File: config.mk
export PLATFORM = sky130hd
export DESIGN_NAME = shpp_port
export DESIGN_NICKNAME = d
export VERILOG_FILES = /design/src/verilog/shpp_pkg.sv /design/src/verilog/shpp_port.sv
export SDC_FILE = /design/constraint.sdc
export NUM_CORES = 1
export LEC_CHECK = 0
export BUFFER_PORTS_ARGS = -buffer_cell sky130_fd_sc_hd__buf_2
export CAP_MARGIN = 10
export CORE_MARGIN = 3
export CORE_UTILIZATION = 37
export CTS_BUF_LIST = sky130_fd_sc_hd__clkbuf_4 sky130_fd_sc_hd__clkbuf_8
export CTS_CLUSTER_SIZE = 10
export DETAILED_ROUTE_END_ITERATION = 10
export PLACE_DENSITY = 0.95
export SLEW_MARGIN = 5
export SYNTH_ARGS = -nofsm -noshare
export SYNTH_HDL_FRONTEND = slang
export SYNTH_SLANG_ARGS = --single-unit
File: constraint.sdc
create_clock -name I_CLK_SYS -period 2.7 [get_ports I_CLK_SYS]
set_input_delay 0.27 -clock I_CLK_SYS [delete_from_list [all_inputs] [get_ports I_CLK_SYS]]
set_output_delay 0.27 -clock I_CLK_SYS [all_outputs]
set_load 0.005 [all_outputs]
File: src/verilog/shpp_pkg.sv
// constants and carrier types for the serial handshake pin port
package shpp_pkg;
    localparam int ADDR_W = 8;
    localparam int DATA_W = 32;
    localparam int REG_W = 16;
    // word offsets, byte address on a 32-bit bus
    localparam logic [ADDR_W-1:0] OFS_PIN_PORT = 8'h00;
    localparam logic [ADDR_W-1:0] OFS_FLOW_CTRL = 8'h04;
    // serial_pin_port_control fields
    localparam int BIT_REQ_DIR = 7;
    localparam int BIT_REQ_DATA = 6;
    localparam int BIT_CLR_DIR = 5;
    localparam int BIT_CLR_DATA = 4;
    localparam logic [REG_W-1:0] PIN_PORT_RESET = 16'h0050;
    // fifo_control_register mirror field
    localparam int BIT_FLOW_EN = 3;
    localparam logic FLOW_EN_RESET = 1'h0;

    typedef struct packed {
        logic req_dir;
        logic req_data;
        logic clr_dir;
        logic clr_data;
        logic flow_en;
    } shpp_ctrl_s;

    typedef struct packed {
        logic req_out;
        logic req_oe_n;
        logic clr_out;
        logic clr_oe_n;
        logic clr_flow;
    } shpp_pins_s;

    localparam shpp_ctrl_s CTRL_RESET = '{
        req_dir: PIN_PORT_RESET[BIT_REQ_DIR],
        req_data: PIN_PORT_RESET[BIT_REQ_DATA],
        clr_dir: PIN_PORT_RESET[BIT_CLR_DIR],
        clr_data: PIN_PORT_RESET[BIT_CLR_DATA],
        flow_en: FLOW_EN_RESET
    };
    localparam shpp_pins_s PINS_RESET = '{
        req_out: 1'h1,
        req_oe_n: 1'h1,
        clr_out: 1'h1,
        clr_oe_n: 1'h1,
        clr_flow: 1'h0
    };
endpackage : shpp_pkg

File: src/verilog/shpp_port.sv
// wishbone slave and pin logic of the serial handshake pin port
//
// Decided for this implementation: the address map and the Wishbone slave port.
`timescale 1ns/1ps
module shpp_port (
    input wire logic I_CLK_SYS,
    input wire logic I_RST_N,
    input wire logic I_WB_CYC,
    input wire logic I_WB_STB,
    input wire logic I_WB_WE,
    input wire logic [shpp_pkg::ADDR_W-1:0] I_WB_ADR,
    input wire logic [3:0] I_WB_SEL,
    input wire logic [shpp_pkg::DATA_W-1:0] I_WB_DAT,
    output logic [shpp_pkg::DATA_W-1:0] O_WB_DAT,
    output logic O_WB_ACK,
    input wire logic I_REQ_FLOW,
    input wire logic I_REQ_PIN_IN,
    output logic O_REQ_PIN_OUT,
    output logic O_REQ_PIN_OE_N,
    input wire logic I_CLR_PIN_IN,
    output logic O_CLR_PIN_OUT,
    output logic O_CLR_PIN_OE_N,
    output logic O_CLR_FLOW
);
    shpp_pkg::shpp_ctrl_s ctrl_q;
    shpp_pkg::shpp_ctrl_s ctrl_d;
    shpp_pkg::shpp_pins_s pins_q;
    shpp_pkg::shpp_pins_s pins_d;
    logic ack_q;
    logic ack_d;
    logic [shpp_pkg::DATA_W-1:0] rdat_q;
    logic [shpp_pkg::DATA_W-1:0] rdat_d;
    logic req;
    logic wr_lo;

    function automatic logic hit(input logic [shpp_pkg::ADDR_W-1:0] adr,
                                 input logic [shpp_pkg::ADDR_W-1:0] ofs);
        hit = (adr[shpp_pkg::ADDR_W-1:2] == ofs[shpp_pkg::ADDR_W-1:2]);
    endfunction : hit

    // one wait state, no lockout: every request is answered
    assign req = I_WB_CYC && I_WB_STB && !ack_q;
    // only byte lane 0 holds writable bits; upper lanes are reserved
    assign wr_lo = req && I_WB_WE && I_WB_SEL[0];

    always_comb begin
        ctrl_d = ctrl_q;
        ack_d = req;
        rdat_d = '0;
        if (wr_lo && hit(I_WB_ADR, shpp_pkg::OFS_PIN_PORT)) begin
            ctrl_d.req_dir = I_WB_DAT[shpp_pkg::BIT_REQ_DIR];
            ctrl_d.req_data = I_WB_DAT[shpp_pkg::BIT_REQ_DATA];
            ctrl_d.clr_dir = I_WB_DAT[shpp_pkg::BIT_CLR_DIR];
            ctrl_d.clr_data = I_WB_DAT[shpp_pkg::BIT_CLR_DATA];
        end
        if (wr_lo && hit(I_WB_ADR, shpp_pkg::OFS_FLOW_CTRL)) begin
            ctrl_d.flow_en = I_WB_DAT[shpp_pkg::BIT_FLOW_EN];
        end
        if (req && !I_WB_WE && hit(I_WB_ADR, shpp_pkg::OFS_PIN_PORT)) begin
            rdat_d[shpp_pkg::BIT_REQ_DIR] = ctrl_q.req_dir;
            // data bits read the pin, not the stored drive value
            rdat_d[shpp_pkg::BIT_REQ_DATA] = I_REQ_PIN_IN;
            rdat_d[shpp_pkg::BIT_CLR_DIR] = ctrl_q.clr_dir;
            rdat_d[shpp_pkg::BIT_CLR_DATA] = I_CLR_PIN_IN;
        end
        if (req && !I_WB_WE && hit(I_WB_ADR, shpp_pkg::OFS_FLOW_CTRL)) begin
            rdat_d[shpp_pkg::BIT_FLOW_EN] = ctrl_q.flow_en;
        end
    end

    always_ff @(posedge I_CLK_SYS or negedge I_RST_N) begin
        if (!I_RST_N) begin
            ctrl_q <= shpp_pkg::CTRL_RESET;
            ack_q <= 1'h0;
            rdat_q <= '0;
        end else begin
            ctrl_q <= ctrl_d;
            ack_q <= ack_d;
            rdat_q <= rdat_d;
        end
    end

    // pin side; port direction wins over automatic flow control
    always_comb begin
        pins_d = shpp_pkg::PINS_RESET;
        if (ctrl_q.req_dir) begin
            pins_d.req_out = ctrl_q.req_data;
            pins_d.req_oe_n = 1'h0;
        end else if (ctrl_q.flow_en) begin
            pins_d.req_out = I_REQ_FLOW;
            pins_d.req_oe_n = 1'h0;
        end else begin
            pins_d.req_oe_n = 1'h1;
        end
        if (ctrl_q.clr_dir) begin
            pins_d.clr_out = ctrl_q.clr_data;
            pins_d.clr_oe_n = 1'h0;
        end else begin
            pins_d.clr_oe_n = 1'h1;
        end
        // engine sees clear input stuck low while flow is off
        pins_d.clr_flow = ctrl_q.flow_en ? I_CLR_PIN_IN : 1'h0;
    end

    always_ff @(posedge I_CLK_SYS or negedge I_RST_N) begin
        if (!I_RST_N) begin
            pins_q <= shpp_pkg::PINS_RESET;
        end else begin
            pins_q <= pins_d;
        end
    end

    assign O_WB_ACK = ack_q;
    assign O_WB_DAT = rdat_q;
    assign O_REQ_PIN_OUT = pins_q.req_out;
    assign O_REQ_PIN_OE_N = pins_q.req_oe_n;
    assign O_CLR_PIN_OUT = pins_q.clr_out;
    assign O_CLR_PIN_OE_N = pins_q.clr_oe_n;
    assign O_CLR_FLOW = pins_q.clr_flow;
endmodule : shpp_port

* Word-level counts from Yosys, hierarchy flattened
Cells that the tools add are included.
** Word-level totals
- Flip-flop bits (word level) :: 16
- Bits of input ports :: 52
- Output and inout port bits :: 38
- Word-level logic and storage cells :: 33
** Cells by class
- Eq/ne operators :: 1
- Multiplexer cells :: 8
- Reductions and logical operators :: 12
** Operators with widths (count)
- logical AND 1 bit :: 9
- == test 6 x 1 -> 1 bit, second input constant :: 1
- logical NOT 6 bit :: 1
- 2-to-1 mux 1 bit :: 6
- 2-to-1 mux 4 bit :: 1
- logical NOT 1 bit :: 2
- 2-to-1 mux 2 bit :: 1

* Depth between registers and ports, before layout
Gate-level depths: netlist of run 1.
- Depth after elaboration :: 5
- Mapped depth :: 3
- Depth with buffers taken out :: 3

* Least setup slack after synthesis of run 1
Ideal clock, no wire load.
- Path kind :: in2reg
- From :: input port I_WB_ADR[5] (netlist name)
- To :: register ctrl_q[2] (netlist name)
- Setup time :: 0.125 ns
- Arrival time :: 1.487 ns
- Setup slack :: 1.088 ns
- Stages :: 3
- Buffers on the path :: 0
- Path through :: or4_4 nor4_4 mux2_2
** On the way
- Word-level cells in the longest chain between the ends :: 2
** Ends and longest elaborated chain
- start, declared :: line shpp_port.sv:11 : input wire logic [shpp_pkg::ADDR_W-1:0] I_WB_ADR,
- logical NOT 6 bit :: line shpp_port.sv:38 : hit = (adr[shpp_pkg::ADDR_W-1:2] == ofs[shpp_pkg::ADDR_W-1:2]);
- logical AND 1 bit :: line shpp_port.sv:50 : if (wr_lo && hit(I_WB_ADR, shpp_pkg::OFS_PIN_PORT)) begin
- end signal, assigned :: line shpp_port.sv:73 : ctrl_q <= shpp_pkg::CTRL_RESET;
- end signal, assigned :: line shpp_port.sv:77 : ctrl_q <= ctrl_d;
- end, declared :: line shpp_port.sv:25 : shpp_pkg::shpp_ctrl_s ctrl_q;
No other way between the ends.
A chain may end at the register's enable or synchronous reset.

* Worst setup path in the final report of run 1
- From :: register ack_q (netlist: O_WB_ACK)
- To :: register ctrl_q[2] (netlist name)
** On the way
- Word-level cells in the longest chain between the ends :: 5
** Ends and longest elaborated chain
- start, declared :: line shpp_port.sv:29 : logic ack_q;
- start signal, assigned :: line shpp_port.sv:78 : ack_q <= ack_d;
- logical NOT 1 bit :: line shpp_port.sv:42 : assign req = I_WB_CYC && I_WB_STB && !ack_q;
- logical AND 1 bit :: line shpp_port.sv:42
- logical AND 1 bit (2 in series) :: line shpp_port.sv:44 : assign wr_lo = req && I_WB_WE && I_WB_SEL[0];
- logical AND 1 bit :: line shpp_port.sv:50
No other way between the ends.

==> reports/results.ini, run 1 <==
[status]
status=complete, no violations

[global_routing]
track_usage_pct=10.23
grt.overflow.total=0
antenna_found_initial=0
grt_max_degree=17
grt_pass1_wl_um=1966
first_global_vias=474

[die]
row_count=16
ios=90
die_area_um2=2808
core_area_um2=2022
fp.dieW_um=52.99
initial_core_util_pct=40.41
die_h_um=52.99

[timing]
period_share_pct=59.82
rsz0062_at_grt=no
slew_violations=0
relSlewSlack_pct=65.72
setup_tns_ns=0
fin_skew_ns=0.006474
setup_violations=0
finalHoldViolCount=0
clock.fmax_ghz=0.6192
period_minus_slack_ns=1.615
tightestPinTransition_ns=0.5095

[yosys]
synth.avg_cell_area_um2=11.51
synth_seq_cells=16
syn_inst=71
synth_cell_types=17
synth_warnings=0
synth.yosys.seq_area_share_pct=49.92
netlist_area_um2=817.0

[layout]
final_common_cell=buf_2
final_layout_size_suffix_gt1_share_pct=45.71
fin_util_pct=46.29
diodes=0
nNetsFinal=158
area_growth_pct=14.55
mostFrequentLayoutCells=buf_2, conb_1, dfrtp_1, dfstp_2, and2_1
finalInstanceArea_um2=935.9

[clock_network]
root_buffer=clkbuf_4
cts_tree=built
worstSkewPairLatency_ns=0.28
postCtsSetupBuffers=0
clock_sinks=16
hold_buffers=1
numCtsBuffers=3
clockBufferDepth=2
clk_pin_slew_ns=0.09
h-tree-depth=1
cts-resized-gates=0

[drt]
top_layer=met4
post_drt_wl_per_cell_um=10.39
drt_first_iter_violations=1
post-route-drc-count=0
wl_met3_um=194
drt_first_pass_iters=4
wl_met1_um=408
drtAntennaViolNets=0
viasPerCell=3.970
routed-via-count=524
finalWirelength_um=1372
dr_wl_met2_um=744

[critical_path]
max_stage_delay_ns=0.47
crit_arrival_ns=1.78
cp_slowest_cell=nor4_4
path_class=reg -> reg
critPathMaxFanout=5
critPathLaunchType=flop
crit_chain=nand3b_1, nor4_4, mux2_2
cp-end-kind=flop
crit_required_ns=2.86

[place]
port_buffers=30
dp_hpwl_um=1163
dpl-instance-area_um2=895.9
gp_congestion=0.6983

[pwr]
total_leakage_power_nw=0.5095
pwr_density_cell_nw_per_um2=453.7
vdd_drop_max_mv=0.2780

[flow_run]
maxCapViolCount=0

[min_path]
hold_path.class=in -> reg

==> power breakdown <==
group | leakage (nW) | switching [W] | internal (W)
clock | 0.0184 | 0.0000670 | 0.0000673
combinational | 0.290 | 0.0000252 | 0.0000170
sequential | 0.201 | 0.00000199 | 0.000246
total | 0.510 | 0.0000942 | 0.000330
==> registers in the layout, indices dropped and copies added (netlist names) <==
register and count:
ctrl_q 5, O_REQ_PIN_OUT 1, O_CLR_PIN_OE_N 1, O_CLR_PIN_OUT 1
O_WB_ACK 1, O_WB_DAT 5, O_CLR_FLOW 1, O_REQ_PIN_OE_N 1
==> layer usage <==
metal / global-route usage [%] / vias to the layer above
met2: 21.07 / 42
li1: - / 246
met3: 3.662 / 4
met4: 7.660 / 0
met1: 6.957 / 232
met5: 0 / -
==> layout make-up <==
type	instances	area, µm²
Tap cell	27	33.78
Multi-Input combinational cell	51	292.8
Sequential cell	16	407.9
Inverter	3	11.26
Fill cell	191	1086
Clock buffer	4	30.03
Timing Repair Buffer	31	160.2
==> path summary, 6_finish.rpt <==
check                                  start              to  slack [ns]  depth (start not counted)
worst max-delay path                O_WB_ACK       ctrl_q[2]        1.08                          3
worst min-delay path            I_REQ_PIN_IN     O_WB_DAT[6]        0.21                          2
worst max register to register      O_WB_ACK       ctrl_q[2]        1.08                          3
worst min register to register     ctrl_q[2]  O_CLR_PIN_OE_N        0.43                          1
max in group asynchronous            I_RST_N       ctrl_q[3]        1.98                          2
min in group asynchronous            I_RST_N     O_WB_DAT[4]        0.42                          2
==> critical path: cells and delay by family (launching register included) <==
| kind | cells | cell delay [ns] |
|---|---|---|
| mux | 1 | 0.38 |
| flops | 1 | 0.38 |
| simple gates | 2 | 0.75 |
==> Yosys cell counts (all sizes together) <==
cell,instances,share of area [%]
dfstp,6,19
nor3b,1,0.92
nor4,4,4.9
dfrtp,10,31
buf,27,25
inv,3,1.4
or2,1,0.77
conb,1,0.46
and2,6,4.6
nand2b,2,1.5
mux2,5,6.9
nand3b,1,0.92
or4,1,1.4
nand2,1,0.46
nor2,1,0.46
a21oi,1,0.61
==> stage by stage <==
step,worst slack [ns],power [W],cells,hold WS [ns]
detailed placement,0.8968,0.0002930,127,0.1932
global placement,0.9159,0.0002909,127,0.1798
floorplan,1.088,0.0002985,97,-0.02559
finish,1.085,0.0004246,132,0.2125
global route,0.9365,0.0004503,132,0.1856
CTS,1.088,0.0004316,132,0.1996
==> cell families after synthesis <==
kind of cell / Yosys count / share of synthesized area, %
compound gates: 1 / 0.6120
buf+inv: 30 / 26.19
flops: 16 / 49.92
mux: 5 / 6.891
other cells: 1 / 0.4590
simple gates: 18 / 15.93
Note: power is estimated with default switching activity, not from simulation.
==> run 2: changes to the inputs <==
- CORE_UTILIZATION: 37 -> 35
- PLACE_DENSITY: 0.95 -> 0.92
- clock period: 2.7 -> 1.5 ns (I/O delays scaled with it)
==> run 2 against run 1 <==
Against the previous run:
- the flow now finishes with violations (negative setup slack)
- count of clock-buffer cells in the layout did not move
- global-route usage decreased by 0.95 points
- clock skew decreased by 0.0028 ns
- total power increased by 89%
==> reports/results.ini, run 2 (synthesis results as in run 1) <==
[critical_path]
reg2reg_setup_slack_ns=-0.02  ; -1.11 ns
cp_slowest_cell=dfrtp_1
path_buf_inv=1  ; +1
critPathMaxFanout=4  ; -1
max_stage_delay_ns=0.38  ; -0.09 ns
crit_family=simple AND/OR/NAND/NOR gates
r2r_start=O_WB_ACK
path_class=reg -> reg
r2r_end=ctrl_q[4]
r2r_cells=4  ; +1
critPathLaunchType=flop
cp-end-kind=flop
crit_chain=nand3b_1, nor4_4, buf_4, mux2_4
crit_arrival_ns=1.69  ; -0.09 ns
crit_required_ns=1.66  ; -1.20 ns

[layout]
finalInstanceArea_um2=1010  ; +7.9%
mostFrequentLayoutCells=buf_2, conb_1, dfrtp_1
nFillCells=182  ; -4.7%
area_growth_pct=23.58
nNetsFinal=164  ; +3.8%
final_layout_size_suffix_gt1_share_pct=49.55  ; +3.8 points
final_common_cell=buf_2
diodes=0  ; unchanged

[drt]
drt_first_iter_violations=5  ; +4
post-route-drc-count=0  ; unchanged
post_drt_wl_per_cell_um=11.00  ; +5.8%
drt_first_pass_iters=4  ; unchanged
finalWirelength_um=1518  ; +11%
drtAntennaViolNets=0  ; unchanged
viasPerCell=3.942  ; -0.70%
routed-via-count=544  ; +3.8%

[clock_network]
root_buffer=clkbuf_4
worstSkewPairLatency_ns=0.27  ; about the same
numCtsBuffers=3  ; unchanged
clock_sinks=16  ; unchanged
clockBufferDepth=2  ; unchanged
h-tree-depth=1  ; unchanged
cts_tree=built
clk_pin_slew_ns=0.08  ; about the same

[timing]
setup_violations=4  ; +4
clock.fmax_ghz=0.6567  ; +6.1%
period_minus_slack_ns=1.523  ; -0.09228 ns
fin_skew_ns=0.003718  ; -0.002756 ns
setup_tns_ns=-0.06822  ; -0.06822 ns
finalHoldViolCount=0  ; unchanged
period_share_pct=101.5  ; +42 points
slew_violations=0  ; unchanged
rsz0062_at_grt=yes
layout_setup_ws_ns=-0.02278  ; -1.108 ns

[min_path]
holdPathStages=2  ; unchanged
hold_path.class=in -> reg
hold_end=O_WB_DAT[6]
hold_path.startpoint=I_REQ_PIN_IN

[pwr]
vdd_drop_max_mv=0.3499  ; +26%
total_leakage_power_nw=0.5475  ; +7.4%
pwr_density_cell_nw_per_um2=796.7  ; +76%
power.total_w=0.0008045  ; +89%

[die]
ios=90  ; unchanged
die_area_um2=2950  ; +5.1%
core_area_um2=2082  ; +3.0%
initial_core_util_pct=39.24  ; -1.2 points
fp.dieW_um=54.32  ; +2.5%
die_h_um=54.32  ; +2.5%
row_count=16  ; unchanged

[global_routing]
grt_pass1_wl_um=1911  ; -2.8%
first_global_vias=477  ; +0.63%
grt.overflow.total=0  ; unchanged
track_usage_pct=9.282  ; -0.95 points
antenna_found_initial=0  ; unchanged
grt_max_degree=17  ; unchanged

[flow_run]
maxCapViolCount=0  ; unchanged

[place]
gp_congestion=0.6407  ; -8.2%
dpl-instance-area_um2=925.9  ; +3.4%
port_buffers=30  ; unchanged

[status]
violations=negative setup slack
status=finished with violations

-- run 2: cell count changes in the layout (fill, tap and decap cells not counted), sizes merged --
cell	previous run	this run
buf	30	36
-- run 2: final cells by class --
type                            count  area, µm²  share of cell area [%]
Clock buffer                        4      36.28                   3.594
Inverter                            3      11.26                   1.115
Multi-Input combinational cell     51      315.3                   31.23
Sequential cell                    16      407.9                   40.40
Tap cell                           27      33.78                   3.346
Timing Repair Buffer               37      205.2                   20.32
-- run 2: metal layers --
metal / vias up / share of wire [%] / global-route usage, %
li1: 255 / - / -
met1: 247 / 30 / 7.692
met2: 40 / 56 / 18.92
met3: 2 / 14 / 2.725
met4: 0 / 0.33 / 4.979
met5: - / 0 / 0
-- run 2: worst max path at each step --
stage | cells after the start | to | slack [ns] | start
3_5_place_dp | 4 | ctrl_q[4] | -0.17 | I_WB_ADR[5]
5_1_grt | 4 | ctrl_q[4] | -0.09 | O_WB_ACK
6_report | 4 | ctrl_q[4] | -0.02 | O_WB_ACK
4_1_cts | 3 | ctrl_q[4] | -0.007 | O_WB_ACK
2_1_floorplan | 3 | ctrl_q[2] | 0.005 | O_WB_ACK
3_3_place_gp | 4 | ctrl_q[4] | -0.14 | I_WB_ADR[5]
-- run 2: what timing repair did --
action,CTS,global route
buffers inserted,1,1
hold buffers,1,0
gates resized for setup,0,4
hold endpoints to repair,10,0
pin swaps,1,1
setup endpoints to repair,4,9
gates cloned,0,0
-- run 2: where the power goes --
group,leakage (nW),internal [W],switching [W]
Sequential,0.201,0.000443,0.00000413
Combinational,0.325,0.0000377,0.0000507
Clock,0.0210,0.000147,0.000121
-- run 2: per-stage QoR --
stage	worst slack [ns]	hold WS, ns	utilization [%]	cells
4_1_cts	-0.007326	0.06880	47.06	137
6_report	-0.02278	0.08657	48.50	138
2_1_floorplan	0.004986	-0.1456	-	97
3_5_place_dp	-0.1668	0.06654	44.47	131
5_1_grt	-0.08710	0.06209	48.50	138
3_3_place_gp	-0.1445	0.06172	44.47	131
==> run 3: changes to the inputs <==
- CELL_PAD_IN_SITES_DETAIL_PLACEMENT: unset -> 2
- CELL_PAD_IN_SITES_GLOBAL_PLACEMENT: unset -> 2
- CORE_MARGIN: 3 -> unset
- CORE_UTILIZATION: 35 -> 17
- PLACE_DENSITY: 0.92 -> 0.89
==> run 3 against run 2 <==
Against the previous run:
- the run ends with design-rule violations, negative setup slack left
- sequential share of layout area is 1.4 points lower
- sequential power hardly changed
- highest routed layer unchanged
- critical path type unchanged
- cell count is 17% higher
- largest cell class unchanged
- die area is 72% higher
- hold slack better by 0.034 ns
==> reports/results.ini, run 3 (synthesis results as in run 1) <==
[drt]
post_drt_wl_per_cell_um=10.12  ; -8.0%
drtAntennaViolNets=0  ; unchanged
finalWirelength_um=1629  ; +7.3%
post-route-drc-count=3  ; +3
drt_first_pass_iters=6  ; +2
viasPerCell=3.311  ; -16%
drt_first_iter_violations=16  ; +11
routed-via-count=533  ; -2.0%

[die]
row_count=24  ; +8
ios=90  ; unchanged
die_h_um=71.33  ; +31%
core_area_um2=4474  ; +110%
initial_core_util_pct=18.26  ; -21 points
fp.dieW_um=71.33  ; +31%
die_area_um2=5087  ; +72%

[timing]
period_minus_slack_ns=1.508  ; -0.01446 ns
clock.fmax_ghz=0.6630  ; +0.96%
layout_setup_ws_ns=-0.008326  ; +0.01446 ns
fin_skew_ns=0.002247  ; -0.001471 ns
finalHoldViolCount=0  ; unchanged
period_share_pct=100.6  ; -0.96 points
slew_violations=0  ; unchanged
setup_violations=4  ; unchanged
rsz0062_at_grt=yes

[clock_network]
cts_tree=built
clk_pin_slew_ns=0.06  ; -0.02 ns
clock_sinks=16  ; unchanged
worstSkewPairLatency_ns=0.25  ; -0.02 ns
h-tree-depth=1  ; unchanged
numCtsBuffers=3  ; unchanged
root_buffer=clkbuf_8
clockBufferDepth=2  ; unchanged

[place]
place_ws_ns=-0.1789  ; -0.01215 ns
port_buffers=30  ; unchanged
gp_congestion=0.6487  ; +1.2%
dp_hpwl_um=1366

[pwr]
total_leakage_power_nw=0.5464  ; -0.20%
power.total_w=0.0009035  ; +12%
pwr_density_cell_nw_per_um2=864.8  ; +8.5%
vdd_drop_max_mv=0.2432  ; -31%

[critical_path]
crit_required_ns=1.64  ; -0.02 ns
critPathLaunchType=flop
path_class=reg -> reg
cp-end-kind=flop
crit_arrival_ns=1.64  ; -0.05 ns
critPathMaxFanout=4  ; unchanged

[status]
violations=design-rule violations, negative setup slack
status=finished with violations

[min_path]
hold_path.class=in -> reg

[global_routing]
antenna_found_initial=0  ; unchanged
first_global_vias=532  ; +12%
track_usage_pct=6.657  ; -2.6 points
grt.overflow.total=0  ; unchanged
grt_max_degree=17  ; unchanged
grt_pass1_wl_um=2532  ; +32%

[layout]
diodes=0  ; unchanged
nNetsFinal=162  ; -1.2%
final_layout_size_suffix_gt1_share_pct=48.62  ; -0.93 points
final_common_cell=buf_2
mostFrequentLayoutCells=buf_2, conb_1, dfrtp_1, dfstp_2, and2_1
area_growth_pct=27.87

[flow_run]
maxCapViolCount=0  ; unchanged

==> run 3: power by group <==
part	internal [W]	total [W]	switching (W)
combinational	0.0000343	0.0000829	0.0000486
sequential	0.000444	0.000449	0.00000473
clock	0.000233	0.000372	0.000139
==> run 3: metrics by stage <==
| step | utilization [%] | std cells | hold slack, ns | cell area (µm²) | setup TNS, ns |
|---|---|---|---|---|---|
| after CTS | 23.35 | 161 | 0.1176 | 1045 | -0.1739 |
| after global placement | 21.06 | 154 | 0.07674 | 942.2 | -1.025 |
| after floorplan | - | 97 | -0.1456 | 914.6 | 0 |
| after detailed placement | 21.06 | 154 | 0.08221 | 942.2 | -1.018 |
| after global routing | 23.35 | 161 | 0.1139 | 1045 | -0.7948 |
| final | 23.35 | 161 | 0.1201 | 1045 | -0.02205 |
==> run 3: timing repair <==
| action | 4_1_cts | 5_1_grt |
|---|---|---|
| hold endpoints to repair | 10 | 0 |
| resized for setup | 4 | 0 |
| cloned | 0 | 0 |
| buffers inserted | 2 | 0 |
| pin swaps | 1 | 0 |
| setup endpoints to repair | 5 | 9 |
| hold buffers | 1 | 0 |
==> run 3: per-layer routing <==
metal  track usage, %  share of wire [%]
met1            7.336                 37
met4            5.333                3.3
met5                0                  0
met2            11.01                 51
met3            1.547                9.0
==> run 3: layout make-up <==
type	count	area, µm²
sequential	16	407.9
tap	52	65.06
clock buffer	4	55.05
multi-input combinational	51	315.3
inverter	3	11.26
fill	516	3430
timing repair buffer	35	190.2
==> run 3: worst paths after layout <==
path | to | cells past startpoint | startpoint | slack [ns]
max | ctrl_q[2] | 4 | O_WB_ACK | -0.008
min | O_WB_DAT[6] | 2 | I_REQ_PIN_IN | 0.12
max reg2reg | ctrl_q[2] | 4 | O_WB_ACK | -0.008
min reg2reg | O_CLR_PIN_OE_N | 1 | ctrl_q[2] | 0.46
max in group asynchronous | O_CLR_PIN_OE_N | 2 | I_RST_N | 0.85
min in group asynchronous | ctrl_q[2] | 2 | I_RST_N | 0.34
==> run 3: worst max-delay path, stage by stage (launching register included) <==
cell and delay (ns):
dfrtp_1 0.40, nand3b_1 0.28, nor4_4 0.25, buf_4 0.18, mux2_4 0.29
